$ cat config.mk
export PLATFORM = sky130hd
export DESIGN_NAME = scc_strap_ref_cfg
export DESIGN_NICKNAME = d
export VERILOG_FILES = /design/src/scc_pkg.sv /design/src/scc_strap_ref_cfg.sv
export SDC_FILE = /design/constraint.sdc
export NUM_CORES = 1
export LEC_CHECK = 0
export BUFFER_PORTS_ARGS = -buffer_cell sky130_fd_sc_hd__buf_4
export CAP_MARGIN = 20
export CORE_MARGIN = 3
export CORE_UTILIZATION = 50
export CTS_CLUSTER_DIAMETER = 200
export CTS_CLUSTER_SIZE = 12
export DETAILED_ROUTE_END_ITERATION = 7
export PLACE_DENSITY = 0.85
export SYNTH_ARGS = -nofsm -noshare
export SYNTH_HDL_FRONTEND = slang
export SYNTH_SLANG_ARGS = --single-unit
$ cat constraint.sdc
create_clock -name mclk -period 5 [get_ports mclk]
set_input_delay 0.5 -clock mclk [delete_from_list [all_inputs] [get_ports mclk]]
set_output_delay 0.5 -clock mclk [all_outputs]
set_load 0.02 [all_outputs]
$ cat src/scc_pkg.sv
package scc_pkg;

  // Interface-select strap codes
  localparam logic [1:0] SCC_IF_ADDR0 = 2'h0;
  localparam logic [1:0] SCC_IF_ADDR1 = 2'h1;
  localparam logic [1:0] SCC_IF_ADDR2 = 2'h2;
  localparam logic [1:0] SCC_IF_SERIAL = 2'h3;
  // Default two-wire target addresses (7 bit)
  localparam logic [6:0] SCC_ADDR_DEF0 = 7'h74;
  localparam logic [6:0] SCC_ADDR_DEF1 = 7'h75;
  localparam logic [6:0] SCC_ADDR_DEF2 = 7'h76;
  // Test-mode configuration codes
  localparam logic [2:0] SCC_CFG_PROGRAM = 3'h0;
  localparam logic [2:0] SCC_CFG_NO_BOOT = 3'h3;
  // Reference-input mode field codes
  localparam logic [1:0] SCC_REF_OFF = 2'h0;
  localparam logic [1:0] SCC_REF_XTAL = 2'h1;
  localparam logic [1:0] SCC_REF_OSC = 2'h2;
  // Fixed minimum internal load capacitance, pF
  localparam int SCC_MIN_CAP_PF = 6;
  localparam int SCC_CAP_W = 5;
  // Boot timing: ring oscillator tick divider and script length per config
  localparam int SCC_RING_DIV = 4;
  localparam int SCC_WRITE_TICKS = 2;
  localparam int SCC_SCRIPT_WORDS = 8;
  // Reset values
  localparam logic [1:0] SCC_REF_MODE_RST = 2'h0;
  localparam logic [SCC_CAP_W-1:0] SCC_CAP_RST = 5'h00;

  typedef struct packed {
    logic test;
    logic [2:0] cfg_index;
    logic [1:0] if_sel;
  } scc_straps_t;

  typedef struct packed {
    logic [6:0] addr;
    logic [7:0] data;
  } scc_script_wr_t;

  typedef struct packed {
    logic ref_pin_a_clk_en;
    logic xtal_drv_en;
    logic ref_dbl_on;
    logic loop1_dbl_on;
    logic loop2_dbl_on;
  } scc_ref_ctl_t;

endpackage

$ cat src/scc_strap_ref_cfg.sv
`timescale 1ns/1ps
// Function
// - Decode interface straps into address or serial
// - Config straps index one of eight scripts
// - Strap address is default; writes replace it
// - Mode 10 enables single-ended reference pin
// - Mode 01 enables crystal driver
// - Separate load-cap fields per crystal pin
// - Reference doubler enabled by its bit
// - Each loop has own input doubler bit
// - Ring oscillator clocks boot controller after reset
// - Ring disable honoured once boot complete
// - Register access needs no ring oscillator
// - Straps captured on reset pin rising edge
// - Test, config 000, if 11: programming mode
// - Test with config 011 skips boot script
module scc_strap_ref_cfg
#(
  parameter int CAP_W = scc_pkg::SCC_CAP_W,
  parameter int SCRIPT_WORDS = scc_pkg::SCC_SCRIPT_WORDS
)
(
  // Clock and reset
  input wire logic mclk,
  input wire logic reset,
  // Device pins
  input wire logic reset_pin_low_active,
  input wire scc_pkg::scc_straps_t strap_pins,
  // Host register writes (asynchronous host path, already in mclk)
  input wire logic addr_wr,
  input wire logic [6:0] addr_wr_data,
  input wire logic ctl_wr,
  input wire logic [1:0] ref_input_mode_field,
  input wire logic ref_doubler_enable,
  input wire logic [1:0] loop_input_doubler_enable,
  input wire logic [CAP_W-1:0] pin_a_load_cap,
  input wire logic [CAP_W-1:0] pin_b_load_cap,
  input wire logic ring_osc_disable,
  // Script memory read port
  output logic script_rd,
  output logic [2:0] script_sel,
  output logic [$clog2(SCRIPT_WORDS)-1:0] script_word,
  input wire scc_pkg::scc_script_wr_t script_data,
  // Status and control outputs
  output scc_pkg::scc_straps_t strap_capture_status,
  output logic serial_mode,
  output logic nvm_program_mode,
  output logic [6:0] two_wire_target_addr_reg,
  output scc_pkg::scc_ref_ctl_t ref_ctl,
  output logic [CAP_W-1:0] pin_a_cap_total,
  output logic [CAP_W-1:0] pin_b_cap_total,
  output logic ring_osc_run,
  output logic boot_complete_flag
);
  import scc_pkg::*;

  localparam int WW = $clog2(SCRIPT_WORDS);
  localparam logic [WW-1:0] LAST_WORD = WW'(SCRIPT_WORDS - 1);
  localparam logic [CAP_W-1:0] MIN_CAP = CAP_W'(SCC_MIN_CAP_PF);
  localparam logic [2:0] RING_LAST = 3'(SCC_RING_DIV - 1);

  typedef enum logic [3:0]
  {
    SCC_IDLE = 4'h1,
    SCC_READ = 4'h2,
    SCC_WRITE = 4'h4,
    SCC_DONE = 4'h8
  } scc_state_t;

  function automatic logic [6:0] default_addr(input logic [1:0] sel);
    logic [6:0] a;
    a = SCC_ADDR_DEF0;
    case (sel)
      SCC_IF_ADDR1: a = SCC_ADDR_DEF1;
      SCC_IF_ADDR2: a = SCC_ADDR_DEF2;
      default: a = SCC_ADDR_DEF0;
    endcase
    return a;
  endfunction

  function automatic logic [CAP_W-1:0] cap_total(input logic [CAP_W-1:0] c);
    return c + MIN_CAP;
  endfunction

  ////////////////////////////////////////////////////////////////////////////
  // Strap capture on reset pin rising edge

  logic pin_q;
  logic pin_rise;
  logic next_pin_q;
  scc_straps_t next_straps;
  logic next_serial;
  logic next_prog;
  logic [6:0] next_addr;
  logic boot_go;
  logic next_boot_go;
  logic script_wr_valid;

  assign pin_rise = reset_pin_low_active && !pin_q;

  always_comb
  begin
    next_pin_q = reset_pin_low_active;
    next_straps = strap_capture_status;
    next_serial = serial_mode;
    next_prog = nvm_program_mode;
    next_addr = two_wire_target_addr_reg;
    next_boot_go = 1'b0;
    if (pin_rise)
    begin
      next_straps = strap_pins;
      next_serial = (strap_pins.if_sel == SCC_IF_SERIAL);
      next_addr = default_addr(strap_pins.if_sel);
      next_prog = strap_pins.test && strap_pins.cfg_index == SCC_CFG_PROGRAM
        && strap_pins.if_sel == SCC_IF_SERIAL;
      next_boot_go = 1'b1;
    end
    else if (script_wr_valid)
      next_addr = script_data.addr;
    else if (addr_wr)
      next_addr = addr_wr_data;
  end

  ////////////////////////////////////////////////////////////////////////////
  // Boot controller on ring oscillator ticks

  scc_state_t state;
  scc_state_t next_state;
  logic [2:0] ring_cnt;
  logic [2:0] next_ring_cnt;
  logic ring_tick;
  logic [WW-1:0] next_word;
  logic [1:0] wr_cnt;
  logic [1:0] next_wr_cnt;
  logic next_rd;
  logic next_done;
  logic next_ring_run;
  logic skip_boot;

  // Ring stays off only after boot finished; earlier disables are ignored
  assign ring_tick = ring_osc_run && ring_cnt == RING_LAST;
  assign script_wr_valid = state == SCC_WRITE && ring_tick
    && wr_cnt == 2'(SCC_WRITE_TICKS - 1);
  // Captured straps are already registered in the cycle the boot launches
  assign skip_boot = strap_capture_status.test
    && (strap_capture_status.cfg_index == SCC_CFG_NO_BOOT
    || strap_capture_status.cfg_index == SCC_CFG_PROGRAM);

  always_comb
  begin
    next_state = state;
    next_ring_cnt = ring_osc_run ? ring_cnt + 3'h1 : 3'h0;
    if (ring_tick)
      next_ring_cnt = 3'h0;
    next_word = script_word;
    next_wr_cnt = wr_cnt;
    next_rd = 1'b0;
    next_done = boot_complete_flag;
    next_ring_run = ring_osc_run;
    if (boot_complete_flag && ring_osc_disable)
      next_ring_run = 1'b0;
    unique case (state)
      SCC_IDLE:
      begin
        if (boot_go)
        begin
          next_ring_run = 1'b1;
          next_word = '0;
          if (skip_boot)
          begin
            next_state = SCC_DONE;
            next_done = 1'b1;
          end
          else
            next_state = SCC_READ;
        end
      end
      SCC_READ:
      begin
        if (ring_tick)
        begin
          next_rd = 1'b1;
          next_wr_cnt = 2'h0;
          next_state = SCC_WRITE;
        end
      end
      SCC_WRITE:
      begin
        if (ring_tick)
        begin
          next_wr_cnt = wr_cnt + 2'h1;
          if (script_wr_valid)
          begin
            if (script_word == LAST_WORD)
            begin
              next_state = SCC_DONE;
              next_done = 1'b1;
            end
            else
            begin
              next_word = script_word + WW'(1);
              next_state = SCC_READ;
            end
          end
        end
      end
      SCC_DONE:
        next_state = SCC_DONE;
    endcase
    // Pin held low is a device reset; its next rise boots again
    if (!reset_pin_low_active)
    begin
      next_state = SCC_IDLE;
      next_done = 1'b0;
    end
  end

  ////////////////////////////////////////////////////////////////////////////
  // Reference front end, driven directly by host writes

  scc_ref_ctl_t next_ref;
  logic [CAP_W-1:0] next_cap_a;
  logic [CAP_W-1:0] next_cap_b;

  // Host path runs on mclk, independent of the ring oscillator
  always_comb
  begin
    next_ref = ref_ctl;
    next_cap_a = pin_a_cap_total;
    next_cap_b = pin_b_cap_total;
    if (ctl_wr)
    begin
      next_ref.ref_pin_a_clk_en = ref_input_mode_field == SCC_REF_OSC;
      next_ref.xtal_drv_en = ref_input_mode_field == SCC_REF_XTAL;
      next_ref.ref_dbl_on = ref_doubler_enable;
      // Chaining onto the doubled reference is left to software
      next_ref.loop1_dbl_on = loop_input_doubler_enable[0];
      next_ref.loop2_dbl_on = loop_input_doubler_enable[1];
      // Zero setting still leaves the fixed internal minimum
      next_cap_a = cap_total(pin_a_load_cap);
      next_cap_b = cap_total(pin_b_load_cap);
    end
  end

  ////////////////////////////////////////////////////////////////////////////
  // Registers

  // Strap capture group
  always_ff @(posedge mclk)
  begin
    if (reset)
    begin
      pin_q <= 1'b0;
      strap_capture_status <= '0;
      serial_mode <= 1'b0;
      nvm_program_mode <= 1'b0;
      two_wire_target_addr_reg <= SCC_ADDR_DEF0;
      boot_go <= 1'b0;
    end
    else
    begin
      pin_q <= next_pin_q;
      strap_capture_status <= next_straps;
      serial_mode <= next_serial;
      nvm_program_mode <= next_prog;
      two_wire_target_addr_reg <= next_addr;
      boot_go <= next_boot_go;
    end
  end

  // Boot controller group
  always_ff @(posedge mclk)
  begin
    if (reset)
    begin
      state <= SCC_IDLE;
      ring_cnt <= 3'h0;
      script_word <= '0;
      wr_cnt <= 2'h0;
      script_rd <= 1'b0;
      boot_complete_flag <= 1'b0;
      ring_osc_run <= 1'b0;
    end
    else
    begin
      state <= next_state;
      ring_cnt <= next_ring_cnt;
      script_word <= next_word;
      wr_cnt <= next_wr_cnt;
      script_rd <= next_rd;
      boot_complete_flag <= next_done;
      ring_osc_run <= next_ring_run;
    end
  end

  // Reference front end group
  always_ff @(posedge mclk)
  begin
    if (reset)
    begin
      ref_ctl <= '0;
      pin_a_cap_total <= MIN_CAP;
      pin_b_cap_total <= MIN_CAP;
    end
    else
    begin
      ref_ctl <= next_ref;
      pin_a_cap_total <= next_cap_a;
      pin_b_cap_total <= next_cap_b;
    end
  end

  assign script_sel = strap_capture_status.cfg_index;

endmodule

; Word level (Yosys, flattened, before mapping)
; Index checks and enable logic that the tools add are counted.
[classes]
add_sub_neg = 5
mul = 0
div_mod_pow = 0
magnitude_cmp = 0
n_eq_ne = 20
shift = 0
n_mux = 30
bitwise = 3
n_reduce_logical = 22
[op_table]
columns = op, n
row1 = two-way mux 4 bit, 6
row2 = two-way mux 7 bit, 3
row3 = case mux 4 bit (4 select lines), 1
row4 = two-way mux 3 bit, 4
row5 = inequality test 2 bit (second input constant), 6
row6 = adder 5 x 3 -> 5 bit (second input constant), 2
row7 = two-way mux 1 bit, 10
row8 = logical AND 1 bit, 8
row9 = case mux 2 bit (2 select lines), 2
row10 = adder 3 x 1 -> 3 bit (second input constant), 2
row11 = == test 2 x 1 -> 1 bit (second input constant), 3
row12 = == test 2 bit (second input constant), 3
row13 = == test 3 x 2 -> 1 bit (second input constant), 2
row14 = zero test 3 bit, 2
row15 = case mux 3 bit (2 select lines), 1
row16 = AND reduction 6 bit, 1
row17 = AND reduction 5 bit, 1
row18 = == test 4 x 1 -> 1 bit (second input constant), 1
row19 = == test 4 x 2 -> 1 bit (second input constant), 1
row20 = == test 4 x 3 -> 1 bit (second input constant), 1
row21 = == test 4 bit (second input constant), 1
row22 = two-way mux 2 bit, 2
row23 = AND reduction 4 bit, 1
row24 = nonzero test 2 bit, 2
row25 = other kinds (11), 14
[totals]
ff_bits = 47
latchBits = 0
ramBits = 0
mem_bits_ro = 0
in_bits = 49
out_inout_bits = 39
wordCells = 102
n_memories = 0

; Depth between registers and ports, before layout
[depth]
word_depth = 7
depth_mapped = 7
ltp_nobuf = 6

; Worst setup path before layout
; Ideal clock, no wire load.
[synth_timing]
kind = reg-to-reg
startpoint = register script_word[0]
endpoint = register state[3]
setup_time_ps = 116
arrival_ps = 1589
required_ps = 4884
setup_slack_ps = 3294
stages_incl_launch_ff = 7
n_path_buf = 0
period_less_slack_ps = 1706
cell_sequence = dfxtp_1 -> ha_1 -> ha_1 -> or3b_2 -> a21oi_1 -> a21oi_1 -> o211a_1
[synth_via]
elab_chain_len = 5
[synth_rtl]
columns = element, line
row1 = "start, declared", scc_strap_ref_cfg.sv:42  ; output logic [$clog2(SCRIPT_WORDS)-1:0] script_word,
row2 = "start signal, assigned", scc_strap_ref_cfg.sv:288  ; script_word <= next_word;
row3 = == test 3 bit, scc_strap_ref_cfg.sv:194  ; if (script_word == LAST_WORD)
row4 = two-way mux 4 bit, scc_strap_ref_cfg.sv:194
row5 = two-way mux 4 bit, scc_strap_ref_cfg.sv:192  ; if (script_wr_valid)
row6 = two-way mux 4 bit, scc_strap_ref_cfg.sv:189  ; if (ring_tick)
row7 = case mux 4 bit (4 select lines), scc_strap_ref_cfg.sv:162  ; unique case (state)
row8 = "end signal, assigned", scc_strap_ref_cfg.sv:286  ; state <= next_state;
row9 = "end, declared", scc_strap_ref_cfg.sv:127  ; scc_state_t state;
; No other way between the ends. The select of a mux whose other input is x is not followed.
; A chain may end at the register's enable or synchronous reset.

; Final worst setup path
[layout_timing]
startpoint = register state[2]
endpoint = register two_wire_target_addr_reg[1]
[layout_via]
elab_chain_len = 5
word_cells_on_any_way = 6
cone_classes = 1 x eq/ne / 2 x mux / 3 x reduce/logical
[layout_rtl]
columns = element, line
row1 = == test 4 x 3 -> 1 bit (*), scc_strap_ref_cfg.sv:142  ; assign script_wr_valid = state == SCC_WRITE && ring_tick
row2 = logical AND 1 bit (*), scc_strap_ref_cfg.sv:142
row3 = logical AND 1 bit (*), scc_strap_ref_cfg.sv:143  ; && wr_cnt == 2'(SCC_WRITE_TICKS - 1);
row4 = two-way mux 7 bit, scc_strap_ref_cfg.sv:118  ; else if (script_wr_valid)
row5 = two-way mux 7 bit, scc_strap_ref_cfg.sv:109  ; if (pin_rise)
row6 = "end signal, assigned", scc_strap_ref_cfg.sv:266  ; two_wire_target_addr_reg <= next_addr;
row7 = "end, declared", scc_strap_ref_cfg.sv:48  ; output logic [6:0] two_wire_target_addr_reg,
; Mark *: on every way between the ends. The rest lies on a longest branch, timed or not.

==> results.cfg <==
[outcome]
status = complete, no violations

[worst_setup_path]
r2r-end = two_wire_target_addr_reg[1]
cp.arrival_ps = 2280
crit_chain = nor4b_4 > nand2_2 > mux2i_1 > a2111oi_2
slowest_stage = dfxtp_1
cpPeakStageDelay_ps = 600
crit_path_end_kind = flop
path_max_fanout = 14
cp_data_required_time_ps = 5210
rrSetupSlack_ps = 2930
ff2ff_path_depth = 4
cp-start-kind = flop
reg2reg_from = state[2]
crit_type = flop to flop

[synthesis]
netlist_instances = 236
synth_ff_type = dfxtp_1
synth_fp_nets = 292
synth_area_leaders = dfxtp_1, mux2i_1, ha_1
ys_seq_area_share_pct = 43.0
ys_warn_count = 0
synth_area_per_cell_um2 = 9.28
synth_edf_count = 0
synth_largest_area_cell = dfxtp_1
synth-seq-cells = 47
synth_cell_types = 49
synth-async-reset-ratio_pct = 0
syn-cell-area_um2 = 2190
synth_top_area_share_pct = 43.0

[finish]
final_util_pct = 69.3
antenna_cells = 0
n_fill_cell = 343
areaGrowthSynthToFinish_pct = 30.2
layout-drive-gt1-share_pct = 32.0
regArea_um2 = 941
multi_input_area_um2 = 1110
num-nets-final = 364
largest_reg_flops = 7

[grt]
track_usage_pct = 20.4
grt_pass1_wl_um = 8520
grt_pass1_vias = 1947
antenna_found_initial = 0
grt_max_degree = 29
grt_remaining_overflow = 0

[detailed_routing]
avgRoutedWirePerCell_um = 13.8
routed_wl_um = 4970
drc = 0
ant_nets = 0
firstDrtPassIters = 4
vias = 1926
vias_per_cell = 5.36
drt-initial-drc-count = 67

[clock_tree]
holdBufCountCts = 0
htreeDepth = 2
post_cts_buffers = 0
numCtsBuffers = 5
cts_tree = yes
clock_sinks = 47
clk_path_buf_depth = 2
cts_root_buf = clkbuf_8
insertion_delay_ps = 310
cts-resized-gates = 0
clkSlewWorstSetupHoldPaths_ps = 90

[min_path]
min_to = two_wire_target_addr_reg[2]
whs_path_depth = 3
holdCritPathClass = input pin to flop
hold_start = script_data[10]

[floorplanning]
dieHeight_um = 72.2
fp-row-count = 23
start_util_pct = 53.2
io_pins = 88
dieArea_um2 = 5210
die_w_um = 72.2
core_um2 = 4120

[place]
gp_congestion = 0.845
numPortBuffers = 79
hpwl_um = 3650

[timing]
finalHoldViolCount = 0
slew_viol_final = 0
worst_pin_slew_ps = 591
max_freq_ghz = 0.484
fin_crit_ps = 2070
fin_hold_ws_ps = 404
period_share_pct = 41.4
skew_ps = 8.89
setup_tns_ps = 0
setup_viol = 0
rsz0062_at_grt = false
maxSlewHeadroom_pct = 60.4

[pwr]
power.leakage_uw = 0.00129
irDropWorstVdd_uv = 142
p_per_area_nw_per_um2 = 277

[job]
cap_violations = 0
## cells by family (layout without fill, tap and decap cells)
logic type / count (synthesis) / in the layout / synth area share (%)
and+or+nand+nor: 89 / 89 / 22.9
AOI/OAI and AO/OA: 52 / 52 / 17.0
DFF: 47 / 47 / 43.0
buffers and inverters: 25 / 98 / 6.17
muxes: 10 / 10 / 4.57
adders and majority gates: 7 / 7 / 4.00
xor gates and xnor gates: 6 / 6 / 2.40
## layout make-up
class	instances	share of cell area [%]
well taps	50	2.19
clock inverters	2	0.571
repair buffers	79	20.8
flip-flops and latches	47	33.0
multi-input cells	164	39.1
inverters	11	1.45
clock buffers	6	2.90
## power breakdown
group	switching [uW]	internal [uW]	leakage (uW)
logic	67.6	68.9	0.000853
clock network	131	113	0.0000474
registers	15.2	393	0.000386
## cell usage after synthesis, types with 4 or more instances
| library cell | number |
|---|---|
| dfxtp_1 | 47 |
| nor2_1 | 22 |
| nand2_1 | 16 |
| a21oi_1 | 14 |
| nand2b_1 | 14 |
| nand3_1 | 13 |
| o21ai_0 | 12 |
| inv_1 | 11 |
| mux2i_1 | 10 |
| ha_1 | 7 |
| a22o_1 | 6 |
| a211oi_1 | 5 |
| buf_4 | 5 |
| nor2b_1 | 5 |
| nand3b_1 | 4 |
## placed cells by master, fill, tap and decap left out, drive strengths merged, types with 2 or more instances in the layout
cell type  netlist  layout
inv             11      11
nand2b          14      14
dfxtp           47      47
a22o             6       6
ha               7       7
nand3b           4       4
a2111oi          3       3
mux2i           10      10
a211oi           6       6
and2b            2       2
and3             3       3
buf             10      79
a21oi           14      14
xor2             3       3
nor4b            3       3
nand2           17      17
nor2b            7       7
clkbuf           4       6
xnor2            3       3
nor2            22      22
o21ai           12      12
nand3           13      13
## through the flow
stage	total power, uW	setup WS, ps	cell area (um2)	cells
2_1_floorplan	493	3290	2190	236
3_3_place_gp	550	2990	2750	351
3_5_place_dp	554	2930	2750	351
4_1_cts	794	2920	2850	359
5_1_grt	828	2750	2850	359
6_report	788	2930	2850	359
## worst max-delay path: cells and delay by family, from the launching register on
kind             cells  cell delay, ps
AO/OA/AOI/OAI        1             340
AND/OR/NAND/NOR      2             840
multiplexers         1             190
flip-flops           1             600
## worst max path at each step
stage / slack (ps) / start / depth (start not counted) / to
after floorplan: 3290 / script_word[0] / 6 / state[3]
after global routing: 2750 / state[2] / 4 / two_wire_target_addr_reg[1]
after global placement: 2990 / state[2] / 4 / two_wire_target_addr_reg[1]
final: 2930 / state[2] / 4 / two_wire_target_addr_reg[1]
after detailed placement: 2930 / state[2] / 4 / two_wire_target_addr_reg[0]
after CTS: 2920 / state[2] / 4 / two_wire_target_addr_reg[1]
## layer usage
layer | vias to the layer above | GRT usage (%) | wire [um] | part of all wire, %
met4 | 0 | 7.52 | 85 | 1.7
met5 | - | 0 | 0 | 0
li1 | 966 | - | - | -
met3 | 9 | 7.20 | 411 | 8.3
met2 | 66 | 34.3 | 2360 | 47
met1 | 885 | 23.8 | 2120 | 43
Note: power is estimated with default switching activity, not from simulation.
